<file path="src/dhp_pkg.sv">
// dhp_pkg: shared constants and types of the dual-channel host bus port
package dhp_pkg;

   // ------------------------------------------------------------
   // widths and channel count
   // ------------------------------------------------------------
   localparam int DHP_DATA_W = 8;
   localparam int DHP_ADDR_W = 3;
   localparam int DHP_CHANS = 2;

   // ------------------------------------------------------------
   // pin encodings
   // ------------------------------------------------------------
   localparam logic DHP_STYLE_STROBE = 1'h1; // style pin high
   localparam logic DHP_CHAN_A = 1'h0;
   localparam logic DHP_CHAN_B = 1'h1;
   localparam logic DHP_DIR_READ = 1'h1; // direction line high
   localparam logic DHP_PIN_IDLE_N = 1'h1; // inactive level, low-true
   localparam logic DHP_OE_ON = 1'h0; // output enable is low-true
   localparam logic DHP_OE_OFF = 1'h1;
   localparam logic DHP_TX_IDLE_STD = 1'h1; // uart line idles high
   localparam logic DHP_TX_IDLE_IR = 1'h0; // infrared idles low
   localparam logic DHP_IRQ_OD_LOW = 1'h0; // open drain pulls low only

   // ------------------------------------------------------------
   // reset values
   // ------------------------------------------------------------
   localparam logic [DHP_DATA_W-1:0] DHP_DATA_RST = 8'h00;
   localparam logic [DHP_ADDR_W-1:0] DHP_ADDR_RST = 3'h0;
   localparam logic DHP_IRQ_RST = 1'h0;

   typedef logic [DHP_DATA_W-1:0] dhp_byte_t;
   typedef logic [DHP_ADDR_W-1:0] dhp_addr_t;

   // per-channel status from the uart core
   typedef struct packed {
      logic irq_pend; // channel interrupt pending, high-true
      logic irq_gate_bit; // output-2 control bit
      logic infrared_enable_bit;
      logic tx_space; // transmit fifo or holding reg can take data
      logic rx_avail; // receive fifo or holding reg has data
      logic tx_active; // a character is being shifted out
      logic tx_bit; // current serial bit of the shifter
      logic ir_pulse; // encoder pulse for the current bit
   } dhp_chan_stat_t;

   // register access request towards the uart core
   typedef struct packed {
      logic rd; // one-cycle read pulse
      logic wr; // one-cycle write pulse
      logic chan;
      dhp_addr_t addr;
      dhp_byte_t wdata;
   } dhp_req_t;

   // per-channel pin group
   typedef struct packed {
      logic irq_o;
      logic irq_oe_n;
      logic aux_n;
      logic txrdy_n;
      logic rxrdy_n;
      logic ser;
   } dhp_pins_t;

   typedef enum logic [1:0] {
      DHP_IDLE,
      DHP_READ,
      DHP_WRITE
   } dhp_state_t;

   // whole state of the bus front end
   typedef struct packed {
      dhp_state_t st;
      dhp_req_t req;
      dhp_byte_t dout;
      logic doe_n;
   } dhp_front_t;

endpackage : dhp_pkg

</file>
<file path="src/dhp_chan_out.sv">
// dhp_chan_out: interrupt, ready and serial pin shaping of one channel
module dhp_chan_out #(
   parameter bit IS_CHAN_A = 1'b1
) (
   input wire logic clk,
   input wire logic rst_n,
   input wire logic strobe_style,
   input wire logic other_irq_pend,
   input wire dhp_pkg::dhp_chan_stat_t stat,
   output dhp_pkg::dhp_pins_t pins
);
   import dhp_pkg::*;

   dhp_pins_t pins_r;
   dhp_pins_t pins_nxt;

   // ------------------------------------------------------------
   // next pin state
   // ------------------------------------------------------------

   // one comb process; all pins registered so nothing glitches
   always_comb begin
      pins_nxt = pins_r;
      // output-2 pin is the inverse of the gate bit in both styles
      pins_nxt.aux_n = ~stat.irq_gate_bit;
      if (strobe_style || !IS_CHAN_A) begin
         // gate bit decides driven versus floating
         pins_nxt.irq_o = stat.irq_pend;
         if (stat.irq_gate_bit) begin
            pins_nxt.irq_oe_n = DHP_OE_ON;
         end else begin
            pins_nxt.irq_oe_n = DHP_OE_OFF;
         end
      end else begin
         // combined device interrupt, never driven high
         pins_nxt.irq_o = DHP_IRQ_OD_LOW;
         if (stat.irq_pend || other_irq_pend) begin
            pins_nxt.irq_oe_n = DHP_OE_ON;
         end else begin
            pins_nxt.irq_oe_n = DHP_OE_OFF;
         end
      end
      pins_nxt.txrdy_n = ~stat.tx_space;
      pins_nxt.rxrdy_n = ~stat.rx_avail;
      if (stat.infrared_enable_bit) begin
         // no character means no pulse, so the line rests low
         if (stat.tx_active) begin
            pins_nxt.ser = stat.ir_pulse;
         end else begin
            pins_nxt.ser = DHP_TX_IDLE_IR;
         end
      end else begin
         if (stat.tx_active) begin
            pins_nxt.ser = stat.tx_bit;
         end else begin
            pins_nxt.ser = DHP_TX_IDLE_STD;
         end
      end
   end

   // ------------------------------------------------------------
   // state register
   // ------------------------------------------------------------

   // reset floats the interrupt and holds the line high
   always_ff @(posedge clk) begin
      if (!rst_n) begin
         pins_r.irq_o <= DHP_IRQ_RST;
         pins_r.irq_oe_n <= DHP_OE_OFF;
         pins_r.aux_n <= DHP_PIN_IDLE_N;
         pins_r.txrdy_n <= DHP_PIN_IDLE_N;
         pins_r.rxrdy_n <= DHP_PIN_IDLE_N;
         pins_r.ser <= DHP_TX_IDLE_STD;
      end else begin
         pins_r <= pins_nxt;
      end
   end

   assign pins = pins_r;

endmodule : dhp_chan_out

</file>
<file path="src/dhp_bus_port.sv">
// dhp_bus_port: host parallel bus port of a two-channel uart
//
// Summary of operation
// style pin high selects strobe protocol, low selects direction line
// strobe mode: read strobe fall reads addressed register onto bus
// strobe mode: write strobe fall starts, rise stores the data byte
// direction line mode: read strobe ignored, host ties it high
// direction line mode: write strobe pin high reads, low writes
// strobe mode: first select enables channel A, second channel B
// direction line mode: first select is the single device select
// direction line mode: second select pin picks channel, 0 A, 1 B
// channel A gate bit drives interrupt and pulls aux pin low
// channel B same gating; gate resets to 0, interrupt floats
// direction line mode: channel A pin is open-drain device interrupt
// each channel drives low-true transmit ready from fifo state
// each channel drives low-true receive ready from fifo state
// infrared off: serial out high in reset and when idle
// infrared on: serial out carries pulses, idles low
// three address lines pick a register of the addressed channel
// data moves over an eight bit two-way data bus
// data bus driven only while a selected channel is read
module dhp_bus_port #(
   parameter int DATA_W = 8,
   parameter int ADDR_W = 3
) (
   input wire logic REF_CLK,
   input wire logic RST_N,
   input wire logic BUS_STYLE,
   input wire dhp_pkg::dhp_addr_t ADDR,
   input wire dhp_pkg::dhp_byte_t DATA_IN,
   output dhp_pkg::dhp_byte_t DATA_OUT,
   output logic DATA_OE_N,
   input wire logic READ_STROBE_N,
   input wire logic WRITE_STROBE_N,
   input wire logic CHIP_SELECT_FIRST_N,
   input wire logic CHIP_SELECT_SECOND_N,
   output logic IRQ_OUT_CHAN_A,
   output logic IRQ_OUT_CHAN_A_OE_N,
   output logic IRQ_OUT_CHAN_B,
   output logic IRQ_OUT_CHAN_B_OE_N,
   output logic AUX_OUTPUT_CHAN_A_N,
   output logic AUX_OUTPUT_CHAN_B_N,
   output logic TX_READY_CHAN_A_N,
   output logic RX_READY_CHAN_A_N,
   output logic TX_READY_CHAN_B_N,
   output logic RX_READY_CHAN_B_N,
   output logic SERIAL_OUT_CHAN_A,
   output logic SERIAL_OUT_CHAN_B,
   input wire dhp_pkg::dhp_chan_stat_t STAT_A,
   input wire dhp_pkg::dhp_chan_stat_t STAT_B,
   input wire dhp_pkg::dhp_byte_t RD_DATA_A,
   input wire dhp_pkg::dhp_byte_t RD_DATA_B,
   output dhp_pkg::dhp_req_t REG_REQ
);
   import dhp_pkg::*;

   // ------------------------------------------------------------
   // elaboration checks
   // ------------------------------------------------------------

   // the structs are built on the package widths
   if (DATA_W != DHP_DATA_W) begin : g_bad_data_w
      $error("data width must match the package");
   end
   if (ADDR_W != DHP_ADDR_W) begin : g_bad_addr_w
      $error("address width must match the package");
   end

   // ------------------------------------------------------------
   // declarations
   // ------------------------------------------------------------

   dhp_front_t fr_r;
   dhp_front_t fr_nxt;

   logic strobe_style;
   logic sel_any;
   logic sel_chan;
   logic acc_act;
   logic acc_is_wr;

   dhp_chan_stat_t stat_arr [DHP_CHANS];
   dhp_pins_t pins_arr [DHP_CHANS];

   // ------------------------------------------------------------
   // protocol decode
   // ------------------------------------------------------------

   // both styles fold into one access level, its direction and a
   // channel; the front end below never looks at the style again
   always_comb begin
      strobe_style = (BUS_STYLE == DHP_STYLE_STROBE);
      if (strobe_style) begin
         // one select per channel; A wins if both are low
         sel_any = !CHIP_SELECT_FIRST_N || !CHIP_SELECT_SECOND_N;
         if (!CHIP_SELECT_FIRST_N) begin
            sel_chan = DHP_CHAN_A;
         end else begin
            sel_chan = DHP_CHAN_B;
         end
         // a strobe only counts while a channel is selected
         acc_act = sel_any && (!READ_STROBE_N || !WRITE_STROBE_N);
         // write wins if the host ever lowers both strobes
         acc_is_wr = !WRITE_STROBE_N;
      end else begin
         // single select, second select pin is the channel bit
         sel_any = !CHIP_SELECT_FIRST_N;
         sel_chan = CHIP_SELECT_SECOND_N;
         // read strobe pin is not looked at in this style
         acc_act = sel_any;
         acc_is_wr = (WRITE_STROBE_N != DHP_DIR_READ);
      end
   end

   // ------------------------------------------------------------
   // front end state machine
   // ------------------------------------------------------------

   // an access starts at the first cycle its level is seen and ends
   // at the first cycle it is gone: that is the falling and the
   // rising edge of the strobe, or of the select in the other style
   always_comb begin
      fr_nxt = fr_r;
      // request pulses last one cycle
      fr_nxt.req.rd = 1'b0;
      fr_nxt.req.wr = 1'b0;
      case (fr_r.st)
         DHP_IDLE: begin
            fr_nxt.doe_n = DHP_OE_OFF;
            if (acc_act) begin
               // address and channel held for the whole access
               fr_nxt.req.addr = ADDR;
               fr_nxt.req.chan = sel_chan;
               if (acc_is_wr) begin
                  fr_nxt.st = DHP_WRITE;
                  fr_nxt.req.wdata = DATA_IN;
               end else begin
                  // read side effects fire once, at the start
                  fr_nxt.st = DHP_READ;
                  fr_nxt.req.rd = 1'b1;
               end
            end
         end
         DHP_READ: begin
            if (acc_act) begin
               // follow the core so a late update still reaches the host
               if (fr_r.req.chan == DHP_CHAN_B) begin
                  fr_nxt.dout = RD_DATA_B;
               end else begin
                  fr_nxt.dout = RD_DATA_A;
               end
               fr_nxt.doe_n = DHP_OE_ON;
            end else begin
               // host sampled on the rising edge; release the bus
               fr_nxt.doe_n = DHP_OE_OFF;
               fr_nxt.st = DHP_IDLE;
            end
         end
         DHP_WRITE: begin
            fr_nxt.doe_n = DHP_OE_OFF;
            if (acc_act) begin
               // keep the last byte seen while the strobe was low
               fr_nxt.req.wdata = DATA_IN;
            end else begin
               // rising edge commits the byte to the register
               fr_nxt.req.wr = 1'b1;
               fr_nxt.st = DHP_IDLE;
            end
         end
         default: begin
            fr_nxt.st = DHP_IDLE;
            fr_nxt.doe_n = DHP_OE_OFF;
         end
      endcase
   end

   // ------------------------------------------------------------
   // front end register
   // ------------------------------------------------------------

   // bus released and no request pending from reset onward
   always_ff @(posedge REF_CLK) begin
      if (!RST_N) begin
         fr_r.st <= DHP_IDLE;
         fr_r.req.rd <= 1'b0;
         fr_r.req.wr <= 1'b0;
         fr_r.req.chan <= DHP_CHAN_A;
         fr_r.req.addr <= DHP_ADDR_RST;
         fr_r.req.wdata <= DHP_DATA_RST;
         fr_r.dout <= DHP_DATA_RST;
         fr_r.doe_n <= DHP_OE_OFF;
      end else begin
         fr_r <= fr_nxt;
      end
   end

   // registered drive of bus and core request
   assign DATA_OUT = fr_r.dout;
   assign DATA_OE_N = fr_r.doe_n;
   assign REG_REQ = fr_r.req;

   // ------------------------------------------------------------
   // channel pin shapers
   // ------------------------------------------------------------

   assign stat_arr[0] = STAT_A;
   assign stat_arr[1] = STAT_B;

   // channel A owns the combined interrupt, so it sees B's request
   for (genvar g = 0; g < DHP_CHANS; g++) begin : g_chan
      dhp_chan_out #(
         .IS_CHAN_A(g == 0)
      ) u_out (
         .clk(REF_CLK),
         .rst_n(RST_N),
         .strobe_style(strobe_style),
         .other_irq_pend(stat_arr[DHP_CHANS-1-g].irq_pend),
         .stat(stat_arr[g]),
         .pins(pins_arr[g])
      );
   end

   // ------------------------------------------------------------
   // pin unpacking
   // ------------------------------------------------------------

   // all of these come straight from the shaper flip-flops
   assign IRQ_OUT_CHAN_A = pins_arr[0].irq_o;
   assign IRQ_OUT_CHAN_A_OE_N = pins_arr[0].irq_oe_n;
   assign AUX_OUTPUT_CHAN_A_N = pins_arr[0].aux_n;
   assign TX_READY_CHAN_A_N = pins_arr[0].txrdy_n;
   assign RX_READY_CHAN_A_N = pins_arr[0].rxrdy_n;
   assign SERIAL_OUT_CHAN_A = pins_arr[0].ser;

   assign IRQ_OUT_CHAN_B = pins_arr[1].irq_o;
   assign IRQ_OUT_CHAN_B_OE_N = pins_arr[1].irq_oe_n;
   assign AUX_OUTPUT_CHAN_B_N = pins_arr[1].aux_n;
   assign TX_READY_CHAN_B_N = pins_arr[1].txrdy_n;
   assign RX_READY_CHAN_B_N = pins_arr[1].rxrdy_n;
   assign SERIAL_OUT_CHAN_B = pins_arr[1].ser;

endmodule : dhp_bus_port

</file>
<file path="config.mk">
export PLATFORM = sky130hd
export DESIGN_NAME = dhp_bus_port
export DESIGN_NICKNAME = d
export VERILOG_FILES = /design/src/dhp_pkg.sv /design/src/dhp_chan_out.sv /design/src/dhp_bus_port.sv
export SDC_FILE = /design/constraint.sdc
export NUM_CORES = 1
export LEC_CHECK = 0
export BUFFER_PORTS_ARGS = -buffer_cell sky130_fd_sc_hd__clkbuf_2
export CORE_MARGIN = 2
export CORE_UTILIZATION = 29
export DETAILED_ROUTE_END_ITERATION = 6
export GPL_ROUTABILITY_DRIVEN = 0
export SLEW_MARGIN = 20
export SYNTH_ARGS = -nofsm -noshare
export SYNTH_HDL_FRONTEND = slang
export SYNTH_SLANG_ARGS = --single-unit
</file>
<file path="constraint.sdc">
create_clock -name REF_CLK -period 1.6 [get_ports REF_CLK]
set_input_delay 0.08 -clock REF_CLK [delete_from_list [all_inputs] [get_ports REF_CLK]]
set_output_delay 0.08 -clock REF_CLK [all_outputs]
set_load 0.01 [all_outputs]
</file>
==> results by group, run 1 <==
Synthesis
  – Cell variety after synth: 33
  – Synthesis Warnings: 0
  – Main synth FF type: dfxtp_1
  – Number of flops mapped to enable cells by yosys: 0
  – Post-Syn Area: about 1600 sq um
  – Top cell type by total area after synthesis: dfxtp_1
  – Mean Syn Cell Area: around 9.4 sq um
  – Yosys top cell area share: 44.5%
  – Synth Instances: approximately 170
  – Ys async rst share: 0%
  – Syn_nets: 225
  – Sequential element share of the synthesized area: 44.5%
  – FF+latch count, synth: 36
  – Top cells by area, synth: dfxtp_1, buf_4, mux2i_1, nand2_1, a211oi_1

STA
  – Pins over their slew limit: 0
  – Final worst slack: 0.100 ns
  – Period minus WS final: 1.50 ns
  – Setup TNS Final: 0 ns
  – Clk_skew: 0.0148 ns
  – Max Fclk: roughly 670 MHz
  – Fin crit share: 93.7%
  – Final setup violating endpoints: 0
  – Fin. Hold Viols: 0
  – Unrepaired setup endpoints after global routing: no
  – Relative slew slack: 63.6%
  – Slew @ Worst Pin: between 0.5 and 0.6 ns

Clocking
  – CTS tree: yes
  – Clock-pin transition on the worst setup and hold timing paths: 0.08 ns
  – Clk_lat worst skew: just under 0.3 ns
  – Setup bufs post-CTS: 0
  – H-tree Lvls: 2
  – Max Root-Sink Buffers: 2
  – Number of buffers created by CTS: 5
  – Clk root buf: clkbuf_8
  – CTS sink cnt: 36

Worst setup path
  – CP max FO: 16
  – CP Depth: 7
  – Top delay family on crit path: compound AO/OA/AOI/OAI gates
  – CP Cell Sequence: inv_1, ha_1, nand2b_1, a221oi_4, buf_12, nand3_1, o21ai_0
  – CP Buf/Inv Count: 2
  – R2R cell count: 7
  – Crit Path Class: register to register
  – CP Data Required Time: 1.81 ns
  – Worst setup SP type: register
  – Largest stage delay, worst path: between 0.3 and 0.4 ns
  – Crit. End Element: register
  – CP max stage cell: dfxtp_2
  – Worst path arrival time: 1.71 ns

Die
  – Core area: approximately 5400 sq um
  – Die H: 78.7 um
  – Ports: 85
  – Num rows: 27
  – Initial core utilization: 29.7%
  – Die Span X: 78.7 um
  – Full die area: 6190 sq um

GRT
  – Initial antenna violation count: 0
  – Largest net degree at the start of global routing: 39
  – Total gr overflow: 0
  – Global-route wire length before repair: 5530 um
  – Number of global-route vias before repair: about 1,300
  – Gr usage total: a little under an eighth

Placed design
  – Inst Count DP: 302
  – Hpwl dp: around 2500 um
  – Pre-CTS setup slack: 0.0424 ns
  – PortBufs: 84

Layout
  – N_diodes: 0
  – FILL cells: between 500 and 600
  – Most frequent cells in the layout: clkbuf_2, dfxtp_1, nand2_1
  – Final Util: 40.5%
  – Commonest non-fill, non-tap cell in the layout: clkbuf_2
  – Finished Layout Cells: 320
  – Final net count: 300
  – Area added between synthesis and finish: 36.3%
  – Layout cells sized above 1: 42.7%

Power and ir drop
  – Tot Pwr: 2.34 mW
  – Peak supply drop: 0.405 mV
  – Pwr dens: 1060 nW/um^2
  – Pleak: 1.03 nW

Detailed routing
  – Via count: 1,378
  – WL/cell: between 10 and 15 um
  – Antenna violation net count after detailed routing: 0
  – Residual DRC count: 0
  – Final WL: around 3400 um
  – Detailed Routing Iterations Pass 1: 4
  – DRT iter0 DRCs: 25
  – DR vias/cell: 4.31

Job
  – Max_cap viols: 0

Min path
  – Hold depth: 3
  – Worst min path class: primary input to register

Run status
  – Outcome: finished clean
[through the flow]
step | instance area, sq um | hold WS [ns]
2_1_floorplan | 1620 | 0.150
4_1_cts | 2200 | 0.000839
3_3_place_gp | 1980 | 0.241
3_5_place_dp | 1980 | 0.239
6_report | 2200 | 0.00920
5_1_grt | 2200 | 0.0142
[timing repair]
item / 4_1_cts / 5_1_grt
hold endpoints to repair: 10 / 0
resized for setup: 0 / 1
hold buffers: 10 / 0
endpoints found under the setup margin: 0 / 8
[tightest hold or removal path: stages]
cell and delay (ns):
clkbuf_2 0.07, nand3_1 0.05, o21ai_0 0.06
[cell families after synthesis]
kind of cell,count (synthesis),share of synthesized area [%]
buffers and inverters,37,14.6
adders and majority gates,3,2.32
AOI/OAI and AO/OA,28,14.1
DFF,36,44.5
muxes,13,8.04
and+or+nand+nor,55,16.4
[layout make-up]
cell class | count | area [sq um] | area share [%]
well taps | 72 | 90.1 | 4.09
flip-flops and latches | 36 | 722 | 32.7
clock buffers | 7 | 96.3 | 4.37
multi-input cells | 99 | 661 | 30.0
inverters | 6 | 22.5 | 1.02
repair buffers | 99 | 583 | 26.4
clock inverters | 1 | 30.0 | 1.36
[metal layers]
layer  wire [um]  GRT usage (%)  share of wire (%)
met4          59           5.96                1.7
met5           0              0                  0
met3         227           3.75                6.6
met2        1750           20.5                 51
met1        1410           11.9                 41
[flip-flops by register name (all words and copies together) (netlist names)]
name               count
REG_REQ               14
fr_r                   2
DATA_OE_N              1
g_chan.u_out.pins     11
DATA_OUT               8
[final timing paths]
path	startpoint	end	slack (ns)
hold reg to reg	REG_REQ[3]	REG_REQ[3]	0.46
setup reg to reg	fr_r[23]	REG_REQ[1]	0.10
setup / recovery	fr_r[23]	REG_REQ[1]	0.10
hold / removal	DATA_IN[3]	REG_REQ[3]	0.009
[cell usage after synthesis, types with 2 or more instances]
| cell type | count |
|---|---|
| dfxtp_1 | 36 |
| nand2_1 | 25 |
| buf_4 | 24 |
| mux2i_1 | 13 |
| nand3_1 | 9 |
| nor2_1 | 9 |
| o21ai_0 | 8 |
| a211oi_1 | 7 |
| inv_1 | 6 |
| a21oi_1 | 3 |
| buf_1 | 3 |
| clkbuf_1 | 3 |
| ha_1 | 3 |
| a311o_1 | 2 |
| nand2b_1 | 2 |
| nand4_1 | 2 |
[where the power goes]
part	internal [mW]	total (mW)	switching, mW	leakage, nW
clock	0.550	0.875	0.325	0.0645
combinational	0.233	0.455	0.222	0.665
sequential	0.968	1.01	0.0468	0.296
total	1.75	2.34	0.594	1.03
Note: power is estimated with default switching activity, not from simulation.
==> run 2: changes to the inputs <==
--- a/config.mk
+++ b/config.mk
@@ -5,6 +5,7 @@
 export SDC_FILE = /design/constraint.sdc
 export NUM_CORES = 1
 export LEC_CHECK = 0
+export ABC_AREA = 1
 export BUFFER_PORTS_ARGS = -buffer_cell sky130_fd_sc_hd__clkbuf_2
 export CORE_MARGIN = 2
 export CORE_UTILIZATION = 29
@@ -13,4 +14,5 @@
 export SLEW_MARGIN = 20
 export SYNTH_ARGS = -nofsm -noshare
 export SYNTH_HDL_FRONTEND = slang
+export SYNTH_HIERARCHICAL = 1
 export SYNTH_SLANG_ARGS = --single-unit
==> run 2 against run 1 <==
  * Combinational power is 11% higher
  * Sequential share of layout area rose by 0.70 points
  * Routed wire length rose by 2.8%
  * Synthesized cell count rose by 34%
  * Clock-buffer cell count decreased by 1
  * Critical path depth is 1 lower
  * Non-clock buffer count down 4
==> results by group, run 2 <==
Synthesis
  – Cell with the most instances after synthesis: nand2_1
  – FF+latch count, synth: 36
  – Mean Syn Cell Area: 7.09 sq um
  – Sequential element share of the synthesized area: 44.2%
  – Synthesis Warnings: 6
  – Main synth FF type: dfxtp_1
  – Post-Syn Area: 1630 sq um
  – Top cell type by total area after synthesis: dfxtp_1
  – Synth Instances: 230
  – Number of flops mapped to enable cells by yosys: 0
  – Ys async rst share: 0%
  – Cell variety after synth: 20
  – Synth top cells by count: nand2_1, dfxtp_1, inv_1
  – Top cells by area, synth: dfxtp_1, nand2_1, buf_4, inv_1, nor2_1
  – Yosys top cell area share: 44.2%
  – Syn_nets: about 280

Worst setup path
  – CP Launch Point: fr_r[23]
  – Worst setup SP type: register
  – Reg2reg start: fr_r[23]
  – Crit. End Element: register
  – CP max FO: 6
  – R2R cell count: 6
  – Worst path arrival time: approximately 1.6 ns
  – CP Data Required Time: 1.82 ns
  – Crit Path Class: register to register

STA
  – Relative slew slack: 69.8%
  – Max Fclk: 745 MHz
  – Clk_skew: slightly above 0.005 ns
  – Period minus WS final: 1.34 ns
  – Slew @ Worst Pin: 0.452 ns
  – Fin. Hold Viols: 0
  – Pins over their slew limit: 0
  – Unrepaired setup endpoints after global routing: no
  – Final setup violating endpoints: 0
  – Fin crit share: 83.9%
  – Setup TNS Final: 0 ns

GRT
  – Gr usage total: 12.6%
  – Total gr overflow: 0
  – Number of global-route vias before repair: 1,457
  – Largest net degree at the start of global routing: 17
  – Global-route wire length before repair: 6180 um
  – Initial antenna violation count: 0

Clocking
  – Setup bufs post-CTS: 0
  – CTS sink cnt: 36
  – Clock-pin transition on the worst setup and hold timing paths: 0.07 ns
  – H-tree Lvls: 2
  – Number of buffers created by CTS: 5
  – CTS tree: yes
  – Clk_lat worst skew: 0.29 ns
  – Max Root-Sink Buffers: 2
  – Clk root buf: clkbuf_8

Detailed routing
  – Detailed Routing Iterations Pass 1: 4
  – Via count: 1,527
  – Antenna violation net count after detailed routing: 0
  – Final WL: 3540 um
  – DRT iter0 DRCs: 36
  – DR vias/cell: 4.04
  – Residual DRC count: 0
  – WL/cell: 9.37 um

Power and ir drop
  – Peak supply drop: 0.446 mV
  – Pwr dens: around 1100 nW/um^2
  – Pleak: 1.17 nW

Die
  – Ports: 85
  – Die Span X: 79.0 um
  – Full die area: 6240 sq um
  – Initial core utilization: 29.8%
  – Core area: 5470 sq um
  – Die H: 79.0 um
  – Num rows: 27

Min path
  – Worst min path class: primary input to register
  – Hold_sp: DATA_IN[5]
  – Hold depth: 3

Layout
  – Final net count: between 300 and 400
  – Final Util: between 30% and 40%
  – Area added between synthesis and finish: 32.1%
  – FILL cells: 624
  – Layout cells sized above 1: 32.7%
  – N_diodes: 0
  – Commonest non-fill, non-tap cell in the layout: nand2_1
  – Max FFs per register: 14
  – Most frequent cells in the layout: nand2_1, clkbuf_2, dfxtp_1

Job
  – Max_cap viols: 0

Placed design
  – Hpwl dp: 2710 um
  – PortBufs: 84

Run status
  – Outcome: finished clean
run 2: cell types whose count changed in the layout (fill, tap and decap cells not counted), sizes merged, moves of 3 or more:
cell	change
inv	+19
nand2b	-3
nand3	+3
mux2i	-13
nor2	+9
nand2	+64
o21ai	-6
a21oi	+9
a211oi	-9
run 2: layout make-up:
cell class	count	area (sq um)	area share [%]
Clock inverter	2	35.0	1.63
Multi-Input combinational cell	141	616	28.6
Tap cell	72	90.1	4.18
Timing Repair Buffer	95	523	24.3
Clock buffer	6	72.6	3.37
Inverter	26	97.6	4.53
Sequential cell	36	721	33.4
run 2: critical path, cell delays in order, from the launching register on:
cell and delay, ns:
dfxtp_1 0.33, inv_1 0.08, ha_1 0.25, nand3_1 0.22
inv_1 0.20, nand2_1 0.08, a21oi_1 0.12
run 2: final timing paths:
check           endpoint  slack [ns]
max           REG_REQ[8]        0.26
min           REG_REQ[5]        0.01
max reg2reg   REG_REQ[8]        0.26
min reg2reg  DATA_OUT[1]        0.46
run 2: through the flow:
step                      instances  worst slack (ns)  hold slack, ns  power (mW)  area, sq um
after floorplan                 230             0.345           0.142        1.42         1630
after global placement          362             0.291           0.231        1.53         1970
after detailed placement        362             0.247           0.231        1.54         1970
after CTS                       378             0.224         0.00287        2.35         2150
after global routing            378            0.0327          0.0158        2.47         2150
final                           378             0.258          0.0134        2.30         2150
run 2: report_power, final:
part           total [mW]  switching [mW]  internal [mW]  leakage, nW
registers            1.01          0.0370          0.978        0.296
logic               0.504           0.291          0.213        0.821
clock network       0.783           0.321          0.462       0.0552
run 2: kinds of logic after synthesis:
group           count (synthesis)  synth area share [%]
simple gates                  123                  30.6
compound gates                 15                  4.83
buf+inv                        53                  18.1
flops                          36                  44.2
fa+ha+maj                       3                  2.30
run 2: what timing repair did:
item	CTS	global route
resized for setup	0	0
hold buffers	8	0
hold endpoints to repair	8	0
run 2: routing by layer:
layer,part of all wire (%),global-route usage [%],up-vias,routed length (um)
met4,1.2,4.66,0,42
met2,45,20.6,59,1600
met1,43,14.4,641,1520
met5,0,0,-,0
li1,-,-,822,-
met3,11,5.80,5,377
==> run 3: changes to the inputs <==
==> constraint.sdc (replaced) <==
create_clock -name REF_CLK -period 1.3 [get_ports REF_CLK]
set_input_delay 0.065 -clock REF_CLK [delete_from_list [all_inputs] [get_ports REF_CLK]]
set_output_delay 0.065 -clock REF_CLK [all_outputs]
set_load 0.01 [all_outputs]
==> run 3 against run 2 <==
  * Cell count increased by 2.4%
  * Largest cell class unchanged
  * Hold slack worse by 0.0073 ns
  * Critical path type unchanged
  * Clock power rose by 22%
  * Fmax increased by 13%
  * Sequential power rose by 24%
  * Sequential cell count stayed put
  * Non-clock buffer count grew 7
==> results by group, run 3 (synthesized netlist as in run 2, its figures left out) <==
Run status
  – Outcome: finished clean

Layout
  – Final net count: 367
  – N_diodes: 0
  – Layout cells sized above 1: 35.9%
  – Final instance area: roughly 2300 sq um
  – Commonest non-fill, non-tap cell in the layout: nand2_1
  – FILL cells: 606
  – Most frequent cells in the layout: nand2_1, clkbuf_2, dfxtp_1
  – Final Util: 41.6%
  – Storage element area: slightly above 700 sq um
  – Max FFs per register: 14
  – Multi-input logic area: about 660 sq um
  – Area added between synthesis and finish: 39.5%

GRT
  – Initial antenna violation count: 0
  – Total gr overflow: 0
  – Largest net degree at the start of global routing: 24
  – Gr usage total: 12.7%
  – Number of global-route vias before repair: 1,521
  – Global-route wire length before repair: ~6300 um

Worst setup path
  – Crit. End Element: register
  – CP max stage cell: dfxtp_2
  – Worst setup SP type: register
  – Worst path arrival time: 1.41 ns
  – Reg-to-Reg End: REG_REQ[5]
  – Reg2reg start: fr_r[23]
  – Top delay family on crit path: flip-flops
  – CP Data Required Time: 1.52 ns
  – Crit Path Class: register to register
  – CP dominant cell by count: nand2_1
  – R2R cell count: 8
  – Largest stage delay, worst path: 0.34 ns
  – CP max FO: 8
  – Reg-to-reg slack, setup: 0.11 ns
  – CP Cell Sequence: inv_2, ha_1, inv_1, o21ai_4, nand2_4, nand2_1, nand2_1, nor2_1
  – CP Buf/Inv Count: 2

Detailed routing
  – DR vias/cell: ~4.0
  – Antenna violation net count after detailed routing: 0
  – Via count: 1,539
  – WL/cell: about 9.6 um
  – Residual DRC count: 0
  – Final WL: 3730 um
  – DRT iter0 DRCs: 50
  – Detailed Routing Iterations Pass 1: 4

Die
  – Num rows: 27
  – Initial core utilization: 29.8%
  – Ports: 85
  – Die H: 79.0 um
  – Full die area: 6240 sq um
  – Core area: around 5500 sq um
  – Die Span X: 79.0 um

Placed design
  – Placed cell area: 1970 sq um
  – Hpwl dp: 2660 um
  – Pre-CTS setup slack: -0.00145 ns
  – PortBufs: 84

STA
  – Fin. Hold Viols: 0
  – Slew @ Worst Pin: 0.478 ns
  – Fin crit share: 91.7%
  – Clk_skew: 0.00540 ns
  – Pins over their slew limit: 0
  – Final worst slack: 0.108 ns
  – Unrepaired setup endpoints after global routing: yes
  – Period minus WS final: approximately 1.2 ns
  – Max Fclk: 839 MHz
  – Relative slew slack: 68.1%
  – Final setup violating endpoints: 0

Clocking
  – Number of buffers created by CTS: 5
  – Clk root buf: clkbuf_8
  – CTS sink cnt: 36
  – Clk_lat worst skew: 0.28 ns
  – H-tree Lvls: 2
  – Clock-pin transition on the worst setup and hold timing paths: roughly 0.07 ns
  – Max Root-Sink Buffers: 2
  – CTS tree: yes

Power and ir drop
  – Pleak: around 1.2 nW
  – Tot Pwr: ~3 mW
  – Peak supply drop: between 0.4 and 0.5 mV
  – Pwr dens: 1290 nW/um^2

Min path
  – Hold Crit Endpoint: REG_REQ[4]
  – Worst min path class: primary input to register
  – Hold_sp: DATA_IN[4]
  – Hold depth: 3

Job
  – Max_cap viols: 0
[run 3: cell count changes in the layout (fill, tap and decap cells not counted), sizes merged]
cell	change
buf	+3
dlygate4sd3	+4
nand2	+1
clkinv	-1
clkinvlp	+2
[run 3: per-layer routing]
metal | vias to the layer above | routed length, um | track usage (%)
li1 | 842 | - | -
met1 | 635 | 1650 | 14.4
met2 | 58 | 1680 | 22.1
met3 | 4 | 366 | 5.00
met4 | 0 | 29 | 3.10
met5 | - | 0 | 0
[run 3: area by class of cell]
type                            instances  area share (%)
Clock buffer                            6            3.19
Sequential cell                        36            31.8
Timing Repair inverter                  1           0.330
Multi-Input combinational cell        142            28.9
Clock inverter                          2            1.54
Inverter                               26            4.45
Timing Repair Buffer                  102            25.9
Tap cell                               72            3.96
[run 3: worst max path at each step]
stage / startpoint / to / slack [ns] / depth (start not counted)
after detailed placement: fr_r[23] / REG_REQ[5] / -0.001 / 7
after CTS: fr_r[23] / REG_REQ[9] / 0.02 / 6
final: fr_r[23] / REG_REQ[5] / 0.11 / 8
after global routing: fr_r[23] / REG_REQ[5] / -0.01 / 8
after floorplan: fr_r[23] / REG_REQ[0] / 0.04 / 7
after global placement: fr_r[23] / REG_REQ[5] / 0.05 / 6
[run 3: stage by stage]
step	hold slack (ns)	instances	setup TNS, ns
final	0.00606	387	0
after global routing	0.0233	387	-0.0238
after CTS	0.000317	384	0
after detailed placement	0.215	363	-0.00145
after global placement	0.214	363	0
after floorplan	0.127	230	0
[run 3: what timing repair did]
item | 4_1_cts | 5_1_grt
endpoints found under the hold margin | 12 | 0
gates cloned | 1 | 1
resized for setup | 2 | 12
hold buffers | 12 | 0
setup endpoints to repair | 3 | 21
buffers inserted | 0 | 2
pin swaps | 3 | 3
[run 3: power breakdown]
group | leakage, nW | internal, mW | switching (mW) | total [mW]
registers | 0.297 | 1.21 | 0.0472 | 1.25
logic | 0.860 | 0.326 | 0.406 | 0.732
clock network | 0.0552 | 0.569 | 0.383 | 0.952
[run 3: worst register-to-register path, cell delays in order, from the launching register on]
cell	delay, ns
dfxtp_2	0.34
inv_2	0.07
ha_1	0.15
inv_1	0.07
o21ai_4	0.19
nand2_4	0.11
nand2_1	0.07
nand2_1	0.04
nor2_1	0.09
